--- src/inc/irq_timer_pkg.sv ---
/*
  Shared constants, field layouts, command codes and carrier types of the
  global interrupt status and general purpose timer block.
  Assumes a register port with byte offsets and 32-bit data words.
*/
package irq_timer_pkg;

  // Register port geometry.
  localparam int ADDR_W = 8;
  localparam int DATA_W = 32;

  // Register offsets.
  localparam logic [ADDR_W-1:0] STATUS_OFS = 8'h80;
  localparam logic [ADDR_W-1:0] TIMER_OFS  = 8'h84;

  // Status word field positions.
  localparam int REQ_LSB   = 0;
  localparam int CODE0_LSB = 8;
  localparam int CODE1_LSB = 11;
  localparam int CODE_W    = 3;

  // Timer word field positions.
  localparam int CMD_LSB    = 0;
  localparam int CMD_W      = 4;
  localparam int RDB_LSB    = 0;
  localparam int LIM_LO_LSB = 16;
  localparam int LIM_HI_LSB = 24;
  localparam int LIM_W      = 16;

  // Reset and fixed values.
  localparam logic [DATA_W-1:0] STATUS_RST = 32'h0000_0000;
  localparam logic [LIM_W-1:0]  LIMIT_RST  = 16'h0000;
  localparam logic [LIM_W-1:0]  LIMIT_MIN  = 16'h0002;
  localparam logic [7:0]        TMR_RD_PEND = 8'h01;
  localparam logic [7:0]        TMR_RD_NONE = 8'h00;
  localparam int                SYNC_STAGES = 2;

  // Interrupt source codes, lower value wins.
  localparam logic [CODE_W-1:0] CODE_NONE  = 3'h0;
  localparam logic [CODE_W-1:0] CODE_RX    = 3'h1;
  localparam logic [CODE_W-1:0] CODE_RXTO  = 3'h2;
  localparam logic [CODE_W-1:0] CODE_TX    = 3'h3;
  localparam logic [CODE_W-1:0] CODE_MODEM = 3'h4;
  localparam logic [CODE_W-1:0] CODE_PIN   = 3'h6;
  localparam logic [CODE_W-1:0] CODE_TMR   = 3'h7;

  // Timer command codes.
  localparam logic [CMD_W-1:0] CMD_NOP      = 4'h0;
  localparam logic [CMD_W-1:0] CMD_INT_EN   = 4'h1;
  localparam logic [CMD_W-1:0] CMD_INT_DIS  = 4'h2;
  localparam logic [CMD_W-1:0] CMD_ONESHOT  = 4'h3;
  localparam logic [CMD_W-1:0] CMD_RETRIG   = 4'h4;
  localparam logic [CMD_W-1:0] CMD_CLK_INT  = 4'h5;
  localparam logic [CMD_W-1:0] CMD_CLK_EXT  = 4'h6;
  localparam logic [CMD_W-1:0] CMD_ROUTE    = 4'h7;
  localparam logic [CMD_W-1:0] CMD_DEROUTE  = 4'h8;
  localparam logic [CMD_W-1:0] CMD_START    = 4'h9;
  localparam logic [CMD_W-1:0] CMD_STOP     = 4'ha;
  localparam logic [CMD_W-1:0] CMD_RESET    = 4'hb;

  // Timer states.
  typedef enum logic [1:0] {TMR_IDLE, TMR_RUN, TMR_DONE} tmr_state_e;

  // Event pulses from one serial channel.
  typedef struct packed {
    logic rx_ready;
    logic rx_line_err;
    logic rx_timeout;
    logic tx_ready;
    logic modem_evt;
    logic flow_evt;
  } chan_evt_s;

  // Register read strobes from one serial channel.
  typedef struct packed {
    logic rx_fifo_rd;
    logic lsr_rd;
    logic isr_rd;
    logic msr_rd;
  } chan_rd_s;

endpackage

--- src/hdl/level_sync.sv ---
/*
  Two flip-flop synchroniser for one level from outside the clock domain.
  Assumes the level changes slower than half the clock rate.
*/
`timescale 1ns/1ps
`default_nettype none
module level_sync
  import irq_timer_pkg::*;
(
  // Clock and reset.
  input  wire logic sys_clk_i,
  input  wire logic rst_i,
  // Level in and out.
  input  wire logic async_i,
  output logic      sync_o
);

  logic [SYNC_STAGES-1:0] stage_ff;

  // The first stage is read only by the second stage.
  always_ff @(posedge sys_clk_i or posedge rst_i) begin
    if (rst_i) begin
      stage_ff <= '0;
    end else begin
      stage_ff <= {stage_ff[SYNC_STAGES-2:0], async_i};
    end
  end

  assign sync_o = stage_ff[SYNC_STAGES-1];

endmodule
`default_nettype wire

--- src/hdl/chan_src_flags.sv ---
/*
  Sticky interrupt sources of one serial channel and their priority code.
  Assumes event pulses and read strobes come from logic on the same clock.
*/
`timescale 1ns/1ps
`default_nettype none
module chan_src_flags
  import irq_timer_pkg::*;
(
  // Clock and reset.
  input  wire logic                  sys_clk_i,
  input  wire logic                  rst_i,
  // Channel events and register reads.
  input  wire irq_timer_pkg::chan_evt_s evt_i,
  input  wire irq_timer_pkg::chan_rd_s  rd_i,
  // Request and code.
  output logic                       req_o,
  output logic [CODE_W-1:0]          code_o
);

  chan_evt_s flag_ff;
  chan_evt_s nxt_flag;

  // A new event beats a clear in the same cycle.
  assign nxt_flag.rx_ready = evt_i.rx_ready | (flag_ff.rx_ready & ~rd_i.rx_fifo_rd);
  assign nxt_flag.rx_timeout = evt_i.rx_timeout | (flag_ff.rx_timeout & ~rd_i.rx_fifo_rd);
  assign nxt_flag.rx_line_err = evt_i.rx_line_err | (flag_ff.rx_line_err & ~rd_i.lsr_rd);
  assign nxt_flag.tx_ready = evt_i.tx_ready | (flag_ff.tx_ready & ~rd_i.isr_rd);
  assign nxt_flag.flow_evt = evt_i.flow_evt | (flag_ff.flow_evt & ~rd_i.isr_rd);
  assign nxt_flag.modem_evt = evt_i.modem_evt | (flag_ff.modem_evt & ~rd_i.msr_rd);

  // Source flags.
  always_ff @(posedge sys_clk_i or posedge rst_i) begin
    if (rst_i) begin
      flag_ff <= '0;
    end else begin
      flag_ff <= nxt_flag;
    end
  end

  // Highest priority pending source sets the code.
  assign code_o = (flag_ff.rx_ready | flag_ff.rx_line_err) ? CODE_RX :
                  flag_ff.rx_timeout                        ? CODE_RXTO :
                  flag_ff.tx_ready                          ? CODE_TX :
                  (flag_ff.modem_evt | flag_ff.flow_evt)    ? CODE_MODEM :
                                                              CODE_NONE;
  assign req_o  = |flag_ff;

endmodule
`default_nettype wire

--- src/hdl/global_interrupt_and_timer_status.sv ---
/*
  Global interrupt status word for a two channel serial bridge, with the
  general purpose 16-bit timer whose timeout feeds channel 0's code.
  Assumes per channel event pulses and register read strobes from the
  channel logic on sys_clk_i, and an external count clock from a pin.
  The internal timer clock is sys_clk_i itself.
*/
// Local design decision: the strobed register port.
`timescale 1ns/1ps
`default_nettype none

// Notes on behaviour
// bits 0 and 1 flag channel service requests.
// request set while channel needs service.
// codes sit at bits 10:8 and 13:11.
// requests and codes share one word.
// code zero means none or wake-up.
// codes 1 to 4 by priority.
// code 5 unused; 6 pin, 7 timer.
// global interrupts appear only in channel 0.
// wake-up interrupt cleared by status read.
// receive flags clear on receive data read.
// line error clears on line status read.
// transmit and flow flags clear on identification read.
// modem flags clear on modem status read.
// timer interrupt clears on command register read.
// pin interrupt clears on pin level read.
// status word is zero after reset.
// timer counts internal or external clock.
// one-shot and re-triggerable timer modes.
// timer output optionally drives pin 0.
// limit is high byte over low byte.
// limit reads back programmed value, not count.
// limit resets to zero; timer reset keeps it.
// command read gives 01 when enabled and pending.
// interrupt at timeout or every N ticks.
// lowest priority number wins within a channel.
module global_interrupt_and_timer_status #(
  parameter int CH_N = 2
) (
  // Clock and reset.
  input  wire logic                        sys_clk_i,
  input  wire logic                        rst_i,
  // Register port.
  input  wire logic [irq_timer_pkg::ADDR_W-1:0] addr_i,
  input  wire logic [irq_timer_pkg::DATA_W-1:0] wdata_i,
  input  wire logic                        wr_i,
  input  wire logic                        rd_i,
  output logic [irq_timer_pkg::DATA_W-1:0] rdata_o,
  // Serial channel events and read strobes.
  input  wire irq_timer_pkg::chan_evt_s [CH_N-1:0] chan_evt_i,
  input  wire irq_timer_pkg::chan_rd_s  [CH_N-1:0] chan_rd_i,
  // Device-wide event sources.
  input  wire logic                        wake_evt_i,
  input  wire logic                        pin_irq_evt_i,
  input  wire logic                        pin_level_rd_i,
  // External timer clock pin.
  input  wire logic                        external_count_clock_i,
  // Multipurpose pin 0 drive.
  output logic                             mpin0_o,
  output logic                             mpin0_oe_o
);
  import irq_timer_pkg::*;

  // The field layout of the status word only has room for two channels.
  if (CH_N != 2) begin : g_bad_ch
    $error("CH_N must be 2");
  end

  // Register bus decode.
  wire hit_stat = (addr_i == STATUS_OFS);
  wire hit_tmr  = (addr_i == TIMER_OFS);
  wire stat_rd  = rd_i & hit_stat;
  wire tmr_rd   = rd_i & hit_tmr;
  wire tmr_wr   = wr_i & hit_tmr;
  wire [CMD_W-1:0] cmd = wdata_i[CMD_LSB +: CMD_W];

  // Per channel source flags.
  logic [CH_N-1:0]   req;
  logic [CODE_W-1:0] code [CH_N];

  for (genvar ch = 0; ch < CH_N; ch++) begin : g_chan
    chan_src_flags u_flags (
      .sys_clk_i (sys_clk_i),
      .rst_i     (rst_i),
      .evt_i     (chan_evt_i[ch]),
      .rd_i      (chan_rd_i[ch]),
      .req_o     (req[ch]),
      .code_o    (code[ch])
    );
  end

  // External count clock enters through a synchroniser.
  logic ext_sync;

  level_sync u_ext_sync (
    .sys_clk_i (sys_clk_i),
    .rst_i     (rst_i),
    .async_i   (external_count_clock_i),
    .sync_o    (ext_sync)
  );

  // Registers.
  tmr_state_e        tmr_st_ff;
  tmr_state_e        nxt_tmr_st;
  logic [LIM_W-1:0]  cnt_ff;
  logic [LIM_W-1:0]  nxt_cnt;
  logic [LIM_W-1:0]  limit_ff;
  logic [LIM_W-1:0]  nxt_limit;
  logic              out_ff;
  logic              nxt_out;
  logic              int_en_ff;
  logic              nxt_int_en;
  logic              oneshot_ff;
  logic              nxt_oneshot;
  logic              ext_sel_ff;
  logic              nxt_ext_sel;
  logic              route_ff;
  logic              nxt_route;
  logic              tmr_pend_ff;
  logic              ext_prev_ff;
  logic              wake_ff;
  logic              pin_ff;
  logic [DATA_W-1:0] rdata_ff;
  logic              tmr_evt;
  logic              tmr_rst_cmd;

  // Counting tick from the selected clock source.
  wire ext_rise = ext_sync & ~ext_prev_ff;
  wire tick     = ext_sel_ff ? ext_rise : 1'b1;

  // Phase lengths: high for the lower half, low for the rest.
  wire [LIM_W-1:0] half_p  = limit_ff >> 1;
  wire [LIM_W-1:0] half_q  = limit_ff - half_p;
  wire [LIM_W-1:0] last_n  = limit_ff - 16'h0001;
  wire [LIM_W-1:0] last_p  = half_p - 16'h0001;
  wire [LIM_W-1:0] last_q  = half_q - 16'h0001;
  wire [LIM_W-1:0] cnt_inc = cnt_ff + 16'h0001;
  wire tmr_idle  = (tmr_st_ff == TMR_IDLE);
  wire limit_ok  = (limit_ff >= LIMIT_MIN);

  // Timer counting, then commands from the register port.
  always_comb begin
    nxt_tmr_st  = tmr_st_ff;
    nxt_cnt     = cnt_ff;
    nxt_limit   = limit_ff;
    nxt_out     = out_ff;
    nxt_int_en  = int_en_ff;
    nxt_oneshot = oneshot_ff;
    nxt_ext_sel = ext_sel_ff;
    nxt_route   = route_ff;
    tmr_evt     = 1'b0;
    tmr_rst_cmd = 1'b0;
    unique case (tmr_st_ff)
      TMR_IDLE: begin
        nxt_cnt = '0;
      end
      TMR_RUN: begin
        if (tick) begin
          if (oneshot_ff) begin
            // One-shot times out once after N ticks.
            if (cnt_ff == last_n) begin
              nxt_tmr_st = TMR_DONE;
              nxt_out    = 1'b0;
              nxt_cnt    = '0;
              tmr_evt    = 1'b1;
            end else begin
              nxt_cnt = cnt_inc;
            end
          end else if (out_ff) begin
            // Re-triggerable high phase lasts P ticks.
            if (cnt_ff == last_p) begin
              nxt_out = 1'b0;
              nxt_cnt = '0;
            end else begin
              nxt_cnt = cnt_inc;
            end
          end else begin
            // Low phase lasts Q ticks; the rising edge interrupts.
            if (cnt_ff == last_q) begin
              nxt_out = 1'b1;
              nxt_cnt = '0;
              tmr_evt = 1'b1;
            end else begin
              nxt_cnt = cnt_inc;
            end
          end
        end
      end
      TMR_DONE: begin
        nxt_out = 1'b0;
      end
    endcase
    if (tmr_wr) begin
      // Set-up writes only take effect in TMR_IDLE, not while running or in TMR_DONE.
      case (cmd)
        CMD_NOP: begin
          if (tmr_idle) begin
            nxt_limit = {wdata_i[LIM_HI_LSB +: 8], wdata_i[LIM_LO_LSB +: 8]};
          end
        end
        CMD_INT_EN: begin
          if (tmr_idle) begin
            nxt_int_en = 1'b1;
          end
        end
        CMD_INT_DIS: begin
          if (tmr_idle) begin
            nxt_int_en = 1'b0;
          end
        end
        CMD_ONESHOT: begin
          if (tmr_idle) begin
            nxt_oneshot = 1'b1;
          end
        end
        CMD_RETRIG: begin
          if (tmr_idle) begin
            nxt_oneshot = 1'b0;
          end
        end
        CMD_CLK_INT: begin
          if (tmr_idle) begin
            nxt_ext_sel = 1'b0;
          end
        end
        CMD_CLK_EXT: begin
          if (tmr_idle) begin
            nxt_ext_sel = 1'b1;
          end
        end
        CMD_ROUTE: begin
          if (tmr_idle) begin
            nxt_route = 1'b1;
          end
        end
        CMD_DEROUTE: begin
          if (tmr_idle) begin
            nxt_route = 1'b0;
          end
        end
        CMD_START: begin
          // A zero or one limit leaves the timer disabled.
          if (tmr_idle && limit_ok) begin
            nxt_tmr_st = TMR_RUN;
            nxt_cnt    = '0;
            nxt_out    = 1'b1;
          end else if (tmr_st_ff == TMR_RUN && oneshot_ff) begin
            nxt_cnt = '0;
          end
        end
        CMD_STOP: begin
          nxt_tmr_st = TMR_IDLE;
          nxt_cnt    = '0;
          nxt_out    = 1'b1;
        end
        CMD_RESET: begin
          // Back to defaults; the limit is kept.
          nxt_tmr_st  = TMR_IDLE;
          nxt_cnt     = '0;
          nxt_out     = 1'b1;
          nxt_int_en  = 1'b0;
          nxt_oneshot = 1'b0;
          nxt_ext_sel = 1'b0;
          nxt_route   = 1'b0;
          tmr_rst_cmd = 1'b1;
        end
        default: begin
          nxt_cnt = nxt_cnt;
        end
      endcase
    end
  end

  // Sticky device-wide flags; a new event beats a clear.
  wire nxt_tmr_pend = (tmr_evt & int_en_ff) |
                      (tmr_pend_ff & ~tmr_rd & ~tmr_rst_cmd);
  wire nxt_wake     = wake_evt_i | (wake_ff & ~stat_rd);
  wire nxt_pin      = pin_irq_evt_i | (pin_ff & ~pin_level_rd_i);
  wire tmr_visible  = tmr_pend_ff & int_en_ff;

  // Channel 0 code carries the global sources below its own.
  wire [CODE_W-1:0] code0 = (code[0] != CODE_NONE) ? code[0] :
                            pin_ff                 ? CODE_PIN :
                            tmr_visible            ? CODE_TMR :
                                                     CODE_NONE;

  // Status word: requests low, both codes in byte one.
  logic [DATA_W-1:0] status_w;
  always_comb begin
    status_w = STATUS_RST;
    status_w[REQ_LSB +: CH_N]     = req;
    status_w[CODE0_LSB +: CODE_W] = code0;
    status_w[CODE1_LSB +: CODE_W] = code[1];
  end

  // Timer word read shows the limit, never the count.
  logic [DATA_W-1:0] timer_w;
  always_comb begin
    timer_w = '0;
    timer_w[RDB_LSB +: 8]    = tmr_visible ? TMR_RD_PEND : TMR_RD_NONE;
    timer_w[LIM_LO_LSB +: 8] = limit_ff[7:0];
    timer_w[LIM_HI_LSB +: 8] = limit_ff[15:8];
  end

  // Read data for the cycle after the strobe; unmapped reads give zero.
  wire [DATA_W-1:0] nxt_rdata = stat_rd ? status_w :
                                tmr_rd  ? timer_w  : '0;

  // Timer registers.
  always_ff @(posedge sys_clk_i or posedge rst_i) begin
    if (rst_i) begin
      tmr_st_ff  <= TMR_IDLE;
      cnt_ff     <= '0;
      limit_ff   <= LIMIT_RST;
      out_ff     <= 1'b1;
      int_en_ff  <= 1'b0;
      oneshot_ff <= 1'b0;
      ext_sel_ff <= 1'b0;
      route_ff   <= 1'b0;
    end else begin
      tmr_st_ff  <= nxt_tmr_st;
      cnt_ff     <= nxt_cnt;
      limit_ff   <= nxt_limit;
      out_ff     <= nxt_out;
      int_en_ff  <= nxt_int_en;
      oneshot_ff <= nxt_oneshot;
      ext_sel_ff <= nxt_ext_sel;
      route_ff   <= nxt_route;
    end
  end

  // Interrupt flags and read data.
  always_ff @(posedge sys_clk_i or posedge rst_i) begin
    if (rst_i) begin
      tmr_pend_ff <= 1'b0;
      wake_ff     <= 1'b0;
      pin_ff      <= 1'b0;
      ext_prev_ff <= 1'b0;
      rdata_ff    <= '0;
    end else begin
      tmr_pend_ff <= nxt_tmr_pend;
      wake_ff     <= nxt_wake;
      pin_ff      <= nxt_pin;
      ext_prev_ff <= ext_sync;
      rdata_ff    <= nxt_rdata;
    end
  end

  // Outputs come straight from flip-flops.
  assign rdata_o    = rdata_ff;
  assign mpin0_o    = out_ff;
  assign mpin0_oe_o = route_ff;

endmodule
`default_nettype wire

--- config.mk ---
export PLATFORM = sky130hd
export DESIGN_NAME = global_interrupt_and_timer_status
export DESIGN_NICKNAME = d
export VERILOG_FILES = /design/src/inc/irq_timer_pkg.sv /design/src/hdl/level_sync.sv /design/src/hdl/chan_src_flags.sv /design/src/hdl/global_interrupt_and_timer_status.sv
export SDC_FILE = /design/constraint.sdc
export NUM_CORES = 1
export LEC_CHECK = 0
export BUFFER_PORTS_ARGS = -buffer_cell sky130_fd_sc_hd__buf_2
export CAP_MARGIN = 20
export CORE_MARGIN = 2
export CORE_UTILIZATION = 57
export DETAILED_ROUTE_END_ITERATION = 7
export GPL_TIMING_DRIVEN = 0
export PLACE_DENSITY = 0.9
export REMOVE_ABC_BUFFERS = 1
export SYNTH_ARGS = -nofsm -noshare
export SYNTH_HDL_FRONTEND = slang
export SYNTH_SLANG_ARGS = --single-unit
--- constraint.sdc ---
create_clock -name sys_clk_i -period 4.7 [get_ports sys_clk_i]
set_clock_uncertainty 0.15 [all_clocks]
set_input_delay 0 -clock sys_clk_i [delete_from_list [all_inputs] [get_ports sys_clk_i]]
set_output_delay 0 -clock sys_clk_i [all_outputs]
set_load 0.05 [all_outputs]
==> results of run 1 <==
repair_timing:
item | CTS | global route
hold buffers | 57 | 0
endpoints found under the setup margin | 0 | 0
hold endpoints to repair | 122 | 0
per-stage QoR:
step	std cells	setup slack (ps)	instance area, sq um	utilization (%)	hold WS (ps)
3_5_place_dp	846	738	6360	62.4	-86.9
3_3_place_gp	845	709	6340	62.2	-39.9
2_1_floorplan	629	1330	5770	-	-119
4_1_cts	919	698	7120	69.9	57.7
6_report	920	680	7130	70.0	63.7
5_1_grt	920	433	7130	70.0	91.3
sequential cells by signal (all words and copies together) (netlist names):
register and cells:
rdata_o 24, cnt_ff 16, limit_ff 16, g_chan.u_flags.flag_ff 12, tmr_st_ff 2, u_ext_sync.stage_ff 2, ext_prev_ff 1, ext_sel_ff 1
int_en_ff 1, mpin0_o 1, mpin0_oe_o 1, oneshot_ff 1, pin_ff 1, tmr_pend_ff 1
metal layers:
| metal | vias up | wire length [um] |
|---|---|---|
| met2 | 401 | 9290 |
| met1 | 2744 | 6520 |
| met3 | 122 | 1500 |
| met4 | 0 | 1160 |
| li1 | 2578 | - |
| met5 | - | 0 |
how the worst max path moves through the flow:
stage,startpoint,endpoint,slack (ps)
after global placement,limit_ff[1]$_DFFE_PP0P_,cnt_ff[10]$_DFF_PP0_,710
after floorplan,limit_ff[4]$_DFFE_PP0P_,cnt_ff[10]$_DFF_PP0_,1330
final,limit_ff[1]$_DFFE_PP0P_,cnt_ff[10]$_DFF_PP0_,680
after detailed placement,limit_ff[1]$_DFFE_PP0P_,cnt_ff[10]$_DFF_PP0_,740
after CTS,limit_ff[1]$_DFFE_PP0P_,cnt_ff[10]$_DFF_PP0_,700
after global routing,limit_ff[1]$_DFFE_PP0P_,cnt_ff[10]$_DFF_PP0_,430
logic make-up (layout without fill, tap and decap cells):
group                      after synthesis  count (layout)  synth area share [%]
and+or+nand+nor                        220             220                  19.9
adders and majority gates               37              37                  7.94
other                                    1               8                0.0633
DFF                                     80              80                  33.8
AOI/OAI and AO/OA                      145             145                  18.0
muxes                                   20              20                  3.74
xor gates and xnor gates                69              69                  10.2
buffers and inverters                   87             205                  6.27
cell usage after synthesis (4+ instances only):
| cell type | n |
|---|---|
| a211oi_1 | 5 |
| a21o_1 | 16 |
| a21oi_1 | 37 |
| a31oi_1 | 10 |
| and2_1 | 6 |
| and3_1 | 12 |
| buf_2 | 6 |
| buf_4 | 8 |
| clkbuf_1 | 21 |
| dfrtp_1 | 79 |
| ha_1 | 36 |
| inv_1 | 49 |
| mux2_2 | 17 |
| nand2_1 | 41 |
| nand2b_1 | 10 |
| nand3_1 | 18 |
| nand4_1 | 13 |
| nor2_1 | 36 |
| nor2b_1 | 9 |
| nor3_1 | 29 |
| nor4_1 | 10 |
| o211ai_1 | 10 |
| o21a_1 | 7 |
| o21ai_0 | 12 |
| or2_2 | 4 |
| or4_1 | 6 |
| xnor2_1 | 44 |
| xor2_1 | 25 |
power by group through the flow:
stage	clock network (mW)	registers (mW)	logic (mW)
global placement	0	0.865	0.364
finish	0.522	0.872	0.448
detailed placement	0	0.874	0.384
CTS	0.519	0.860	0.425
floorplan	0	0.846	0.281
global route	0.546	0.876	0.487
critical path, stage by stage (launching register included):
cell       delay [ps]
dfrtp_1           530
inv_1             190
ha_1              250
fa_1              410
nand2b_1          150
a211o_1           240
and3_2            220
o221ai_1          100
nor4_1            460
o2111ai_2         260
or2_1             470
a32o_1            300
o21a_1            180
cell type report:
class / instances / area, sq um
clock buffer: 10 / 138
clock inverter: 6 / 51.3
sequential: 80 / 2000
fill: 696 / 3060
multi-input combinational: 499 / 3570
inverter: 50 / 190
timing repair buffer: 139 / 998
tap: 136 / 170
==> impl_metrics.json, run 1 <==
{
  "synth_edf_count": 0,
  "hp-class": "input port to asynchronous set/reset pin",
  "crit_fanout": 14,
  "via_per_inst": 6.35,
  "start_util_pct": 58.2,
  "grtUsageMet2_pct": 59.4,
  "grt_start_max_net_pins": 44,
  "drc": 0,
  "layout-drive-gt1-share_pct": 17.1,
  "antennaDiodeCount": 0,
  "p_sw_share_pct": 36.7,
  "drv_cap": 0,
  "sequentialPowerShare_pct": 47.3,
  "synth_cell_types": 78,
  "synth_area_leaders": "dfrtp_1 33%, ha_1 7.6%, xnor2_1 6.5%",
  "gp_congestion": 0.936,
  "cp-end-kind": "flop",
  "worstPathArrival_ps": 4150,
  "r2r_end": "cnt_ff[10]$_DFF_PP0_",
  "internal-power_mw": 1.17,
  "layout_common_cells": "80 x buf_2, 79 x dfrtp_1, 57 x dlygate4sd3_1",
  "r2r-start": "limit_ff[1]$_DFFE_PP0P_",
  "rr_worst_depth": 12,
  "cts_buffers": 9,
  "vias": 5845,
  "grt_pass1_vias": 6004,
  "syn_area_sq_um": 5920,
  "clockRootBuffer": "clkbuf_8",
  "hold_violations": 0,
  "cts_tree": "done",
  "clkSinkCount": 80,
  "port_buffers": 80,
  "met1_usage_pct": 35.9,
  "io-pin-count": 102,
  "busiest_layer": "met2",
  "place_hpwl_um": 11900,
  "gr-usage-all-layers_pct": 33.1,
  "r2r_setup_slack_ps": 680,
  "outcome": "finished, final reports clean",
  "clock_power_share_pct": 28.3,
  "clk_latency_ps": 380,
  "synth_area_per_cell_sq_um": 8.99,
  "dieArea_sq_um": 11200,
  "cp.required_ps": 4830,
  "drt-pass1-iter-count": 7,
  "irDropWorstVdd_mv": 0.184,
  "yosysTopAreaCell": "dfrtp_1",
  "leakagePower_nw": 3.21,
  "power_frac_comb_pct": 24.3,
  "async_flop_share_pct": 100,
  "synth-seq-cells": 80,
  "rsz0062_at_grt": "no",
  "antenna_found_initial": 0,
  "worstSetupPathType": "flop to flop",
  "ant_nets": 0,
  "synthCells": 659,
  "cts_max_level": 3,
  "period_share_pct": 85.5,
  "tns_ps": 0,
  "tightest_slew_ps": 1000,
  "die_y_um": 106,
  "syn2layout_area_growth_pct": 20.3,
  "setup_viol": 0,
  "netlist.area_leader.share_pct": 33.4,
  "max_freq_ghz": 0.249,
  "seq_area_frac_synth_pct": 33.8,
  "cts_setup_buffers": 0,
  "drt_wl_total_um": 18500,
  "core-area_sq_um": 10200,
  "clk_pin_slew_ps": 90,
  "synth_ff_type": "dfrtp_1",
  "slew_headroom_pct": 32.6,
  "drtIter0Drc": 507,
  "clockBufferDepth": 2,
  "num-nets-final": 884,
  "power_switching_mw": 0.675,
  "gr-total-overflow": 0,
  "post-route-min-period_ps": 4020,
  "final_common_cell": "buf_2",
  "slew_viol_final": 0,
  "routedWlPerCell_um": 20.1,
  "grt_pass1_wl_um": 29200,
  "yosysWarnings": 0,
  "cts.repair.resized": 0,
  "critPathLaunchType": "flop",
  "rows": 37,
  "die-width_um": 106,
  "met3_usage_pct": 6.50,
  "power.total_mw": 1.84,
  "powerDensity_nw_per_um2": 259
}
Power figures use the tool's default switching activity.
==> inputs of run 2 (changes only) <==
ABC_AREA = 1   (was default)
CAP_MARGIN = default   (was 20)
CORE_UTILIZATION = 59   (was 57)
PLACE_DENSITY = 0.91   (was 0.9)
==> impl_metrics.json, run 2 <==
{
  "outcome": "finished, final reports clean",
  "path_depth": 12,
  "cp-startpoint": "limit_ff[3]$_DFFE_PP0P_",
  "gp_congestion": 0.947,
  "gr-usage-all-layers_pct": 33.0,
  "crit_family": "simple AND/OR/NAND/NOR gates",
  "via_per_inst": 5.60,
  "power.total_mw": 2.58,
  "fill_cells": 818,
  "drc": 0,
  "leakagePower_nw": 4.55,
  "cts_buffers": 9,
  "final_common_cell": "nand2_1",
  "clk_pin_slew_ps": 90,
  "cts_tree": "done",
  "powerDensity_nw_per_um2": 316,
  "r2r-start": "limit_ff[3]$_DFFE_PP0P_",
  "ant_nets": 0,
  "die-width_um": 112,
  "routedWlPerCell_um": 16.5,
  "hp-class": "input port to flop",
  "rows": 39,
  "start_util_pct": 60.3,
  "seq_area_frac_synth_pct": 29.1,
  "critPathSlowestCell": "nand2_1",
  "placed_cell_area_sq_um": 7300,
  "synth_edf_count": 0,
  "port_buffers": 80,
  "r2r_setup_slack_ps": 1090,
  "synthCells": 950,
  "hold_violations": 0,
  "clkSinkCount": 80,
  "synth_most_common_cell": "nand2_1",
  "grt_pass1_vias": 6592,
  "largest_register_ffs": 24,
  "crit_fanout": 16,
  "critPathMaxStageDelay_ps": 500,
  "vias": 6801,
  "irDropWorstVdd_mv": 0.401,
  "antennaDiodeCount": 0,
  "gr-total-overflow": 0,
  "crit_buf_inv": 1,
  "clockBufferDepth": 2,
  "rr_worst_depth": 12,
  "dieArea_sq_um": 12600,
  "holdPathStages": 6,
  "drv_cap": 0,
  "final_core_util_pct": 71.3,
  "die_y_um": 112,
  "cp-endpoint": "cnt_ff[1]$_DFF_PP0_",
  "crit_chain": "inv_1, ha_1, nand2_1, nor2_1, nand2_1, nand2_1, nand2_1, o21ai_0, nand3_1, nand2_1, nand2_1, a21oi_1",
  "synth-seq-cells": 80,
  "synth_commonest_cells": "204 x nand2_1, 158 x inv_1, 95 x nor2_1",
  "post-route-min-period_ps": 3610,
  "clockRootBuffer": "clkbuf_16",
  "place_hpwl_um": 12400,
  "cts_max_level": 3,
  "slew_viol_final": 0,
  "drt-pass1-iter-count": 6,
  "final_cell_area_sq_um": 8150,
  "synth_cell_types": 59,
  "netlist.area_leader.share_pct": 28.7,
  "syn2layout_area_growth_pct": 18.3,
  "critPathLaunchType": "flop",
  "core-area_sq_um": 11400,
  "antenna_found_initial": 0,
  "r2r_end": "cnt_ff[1]$_DFF_PP0_",
  "layout_common_cells": "204 x nand2_1, 157 x inv_1, 95 x nor2_1",
  "synth_area_leaders": "dfrtp_1 29%, nand2_1 11%, inv_1 8.6%",
  "setup_viol": 0,
  "cp.required_ps": 4800,
  "tns_ps": 0,
  "grt_start_max_net_pins": 73,
  "period_share_pct": 76.9,
  "max_freq_ghz": 0.277,
  "layout-drive-gt1-share_pct": 16.4,
  "async_flop_share_pct": 100,
  "dpl.cell_count": 1145,
  "io-pin-count": 102,
  "drtIter0Drc": 605,
  "num-nets-final": 1172,
  "drt_wl_total_um": 20000,
  "tightest_slew_ps": 1100,
  "worstPathArrival_ps": 3720,
  "cp-end-kind": "flop",
  "synth_ff_type": "dfrtp_1",
  "synth_area_per_cell_sq_um": 7.25,
  "worstSetupPathType": "flop to flop",
  "rsz0062_at_grt": "no",
  "yosysTopAreaCell": "dfrtp_1",
  "grt_pass1_wl_um": 32800,
  "clk_latency_ps": 380,
  "slew_headroom_pct": 26.1,
  "yosysWarnings": 0,
  "syn_area_sq_um": 6890,
  "final_cell_count_no_fill": 1215,
  "crit_top_cell": "nand2_1"
}
run 2: changes by cell type in the layout (fill, tap and decap cells not counted), sizes merged, moves of 19 or more:
cell,previous run,this run
o21ai,16,35
nor2,36,108
nand2,41,213
inv,52,169
nand3,18,69
run 2: how the worst min path moves through the flow:
stage	startpoint	to	slack, ps
floorplan	external_count_clock_i	u_ext_sync.stage_ff[0]$_DFF_PP0_	-120
global placement	external_count_clock_i	u_ext_sync.stage_ff[0]$_DFF_PP0_	-40
detailed placement	rst_i	limit_ff[0]$_DFFE_PP0P_	-250
CTS	wdata_i[3]	int_en_ff$_DFFE_PP0P_	7
global route	addr_i[0]	rdata_o[9]$_DFF_PP0_	130
finish	addr_i[0]	rdata_o[10]$_DFF_PP0_	100
run 2: routing by layer:
| metal | GRT usage [%] | vias to the layer above | part of all wire, % | wire, um |
|---|---|---|---|---|
| met2 | 53.4 | 407 | 47 | 9370 |
| met1 | 40.1 | 3080 | 39 | 7810 |
| met4 | 18.6 | 0 | 6.0 | 1210 |
| li1 | - | 3193 | - | - |
| met5 | 0 | - | 0 | 0 |
| met3 | 8.75 | 121 | 8.2 | 1630 |
run 2: logic make-up after synthesis:
group                      after synthesis  synth area share, %
and+or+nand+nor                        442                 30.3
DFF                                     80                 29.1
muxes                                   16                 2.62
xor gates and xnor gates                70                 9.21
buffers and inverters                  202                 12.6
other                                    1               0.0545
AOI/OAI and AO/OA                      102                 9.39
adders and majority gates               37                 6.83
run 2: power by group:
group	total (mW)	switching (mW)	internal (mW)
clock	0.762	0.339	0.423
sequential	0.914	0.170	0.744
combinational	0.900	0.500	0.401
total	2.58	1.01	1.57
run 2: worst min-delay path, stage by stage:
cell     delay, ps
buf_2           70
or2_1          130
nor3_1          80
nand3_1        130
a31o_2         140
nor3_1          50
run 2: final cells by class:
class | count | area, sq um | area share (%)
Multi-Input combinational cell | 675 | 4050 | 49.7
Sequential cell | 80 | 2000 | 24.6
Timing Repair Buffer | 136 | 983 | 12.1
Inverter | 165 | 622 | 7.63
Clock buffer | 9 | 225 | 2.76
Tap cell | 143 | 179 | 2.20
Clock inverter | 7 | 83.8 | 1.03
run 2: metrics by stage:
step | setup slack (ps) | hold slack (ps)
finish | 1090 | 100
floorplan | 1870 | -119
CTS | 1320 | 6.51
global placement | 1410 | -41.7
global route | 918 | 126
detailed placement | 1410 | -246
run 2: repair_timing:
item | CTS | global route
gates resized for setup | 0 | 0
hold buffers | 54 | 0
setup buffers | 0 | 0
hold endpoints to repair | 123 | 0
==> inputs of run 3 (changes only) <==
CORE_UTILIZATION = 53   (was 59)
PLACE_DENSITY = 0.87   (was 0.91)
clock period = 3.1 ns   (was 4.7 ns; I/O delays follow)
==> impl_metrics.json, run 3 (same netlist as run 2, synthesis figures left out) <==
{
  "slew_viol_final": 0,
  "worstPathArrival_ps": 3100,
  "grt_pass1_wl_um": 29800,
  "cp.required_ps": 3160,
  "final_common_cell": "nand2_1",
  "crit_fanout": 7,
  "routedWlPerCell_um": 14.1,
  "clk_latency_ps": 350,
  "final_cell_count_no_fill": 1258,
  "largest_register_ffs": 24,
  "slew_headroom_pct": 24.1,
  "gp_congestion": 0.939,
  "num-nets-final": 1186,
  "start_util_pct": 54.3,
  "leakagePower_nw": 4.62,
  "outcome": "finished, final reports clean",
  "drv_cap": 0,
  "post-route-min-period_ps": 3040,
  "period_share_pct": 97.9,
  "layout-drive-gt1-share_pct": 18.5,
  "r2r-start": "limit_ff[0]$_DFFE_PP0P_",
  "drt-pass1-iter-count": 5,
  "gr-usage-all-layers_pct": 26.2,
  "rsz0062_at_grt": "yes",
  "drc": 0,
  "rr_worst_depth": 16,
  "min_from": "addr_i[3]",
  "cts_tree": "done",
  "worstSetupPathType": "flop to flop",
  "cts_buffers": 9,
  "layout_common_cells": "202 x nand2_1, 157 x inv_1, 94 x nor2_1",
  "port_buffers": 80,
  "dp_slack_ps": -234,
  "die_y_um": 118,
  "dpl.cell_count": 1174,
  "cp-end-kind": "flop",
  "antennaDiodeCount": 0,
  "core-area_sq_um": 12700,
  "hp-class": "input port to flop",
  "rows": 41,
  "grt_start_max_net_pins": 71,
  "r2r_end": "cnt_ff[1]$_DFF_PP0_",
  "r2r_setup_slack_ps": 60,
  "die-width_um": 118,
  "setup_slack_ps": 64.0,
  "clk_pin_slew_ps": 60,
  "dieArea_sq_um": 13900,
  "io-pin-count": 102,
  "setup_viol": 0,
  "holdPathStages": 4,
  "max_freq_ghz": 0.329,
  "tightest_slew_ps": 1130,
  "final_cell_area_sq_um": 8330,
  "clkSinkCount": 80,
  "place_hpwl_um": 12400,
  "drt_wl_total_um": 17800,
  "tns_ps": 0,
  "clockRootBuffer": "clkbuf_16",
  "antenna_found_initial": 0,
  "drtIter0Drc": 433,
  "placed_cell_area_sq_um": 7330,
  "grt_pass1_vias": 6384,
  "ant_nets": 0,
  "powerDensity_nw_per_um2": 461,
  "vias": 6589,
  "critPathLaunchType": "flop",
  "via_per_inst": 5.24,
  "hold_violations": 0,
  "whs_ps": 60.4,
  "cts_max_level": 3,
  "hold_end": "rdata_o[11]$_DFF_PP0_",
  "irDropWorstVdd_mv": 0.248,
  "syn2layout_area_growth_pct": 21.0,
  "clockBufferDepth": 2,
  "gr-total-overflow": 0
}
## run 3: cell count changes in the layout (fill, tap and decap cells not counted), sizes merged
cell	delta
inv	-3
dlygate4sd3	-1
clkinvlp	+1
buf	+15
clkbuf	+1
clkinv	+1
## run 3: worst max path at each step
stage | from | end | cells after the start
after floorplan | limit_ff[1]$_DFFE_PP0P_ | cnt_ff[2]$_DFF_PP0_ | 18
after global placement | limit_ff[1]$_DFFE_PP0P_ | cnt_ff[1]$_DFF_PP0_ | 18
after detailed placement | limit_ff[1]$_DFFE_PP0P_ | cnt_ff[4]$_DFF_PP0_ | 18
after CTS | limit_ff[1]$_DFFE_PP0P_ | cnt_ff[3]$_DFF_PP0_ | 19
after global routing | limit_ff[0]$_DFFE_PP0P_ | cnt_ff[0]$_DFF_PP0_ | 18
final | limit_ff[0]$_DFFE_PP0P_ | cnt_ff[1]$_DFF_PP0_ | 16
## run 3: cell type report
cell class	count	area [sq um]
clock inverter	6	67.6
tap	172	215
inverter	165	624
sequential	80	2010
timing repair buffer	150	1090
fill	1062	4340
clock buffer	10	229
multi-input combinational	675	4100
## run 3: power breakdown
group          switching, mW  total [mW]  internal [mW]  leakage, nW
Clock                  0.458        1.09          0.628        0.139
Sequential             0.246        1.37           1.13        0.996
Combinational          0.764        1.38          0.619         3.48
## run 3: per-layer routing
metal	wire [um]	up-vias	GRT usage (%)
met3	1150	52	5.38
met5	0	-	0
met2	8640	271	45.5
li1	-	3231	-
met4	446	0	9.04
met1	7530	3035	32.3
## run 3: per-stage QoR
| stage | power (mW) | utilization [%] |
|---|---|---|
| CTS | 3.80 | 64.6 |
| detailed placement | 2.66 | 57.9 |
| global route | 4.09 | 65.8 |
| finish | 3.84 | 65.8 |
| global placement | 2.61 | 57.5 |
| floorplan | 2.37 | - |
## run 3: repair_timing
action / CTS / global route
pin swaps: 0 / 11
setup endpoints to repair: 17 / 18
gates cloned: 0 / 0
setup buffers: 3 / 12
hold buffers: 53 / 0
gates resized for setup: 3 / 13
endpoints found under the hold margin: 122 / 0
## run 3: worst max-delay path: stages (launching register included)
cell,delay [ps]
dfrtp_2,460
ha_4,190
fa_1,490
buf_4,150
a21oi_1,130
nand2_1,80
nor2_1,120
nand3_1,100
nor2_2,150
nand4_1,170
nor2_4,180
nand4_4,110
buf_6,170
nand3_2,60
nand2_1,60
nand2_1,90
a21oi_1,60
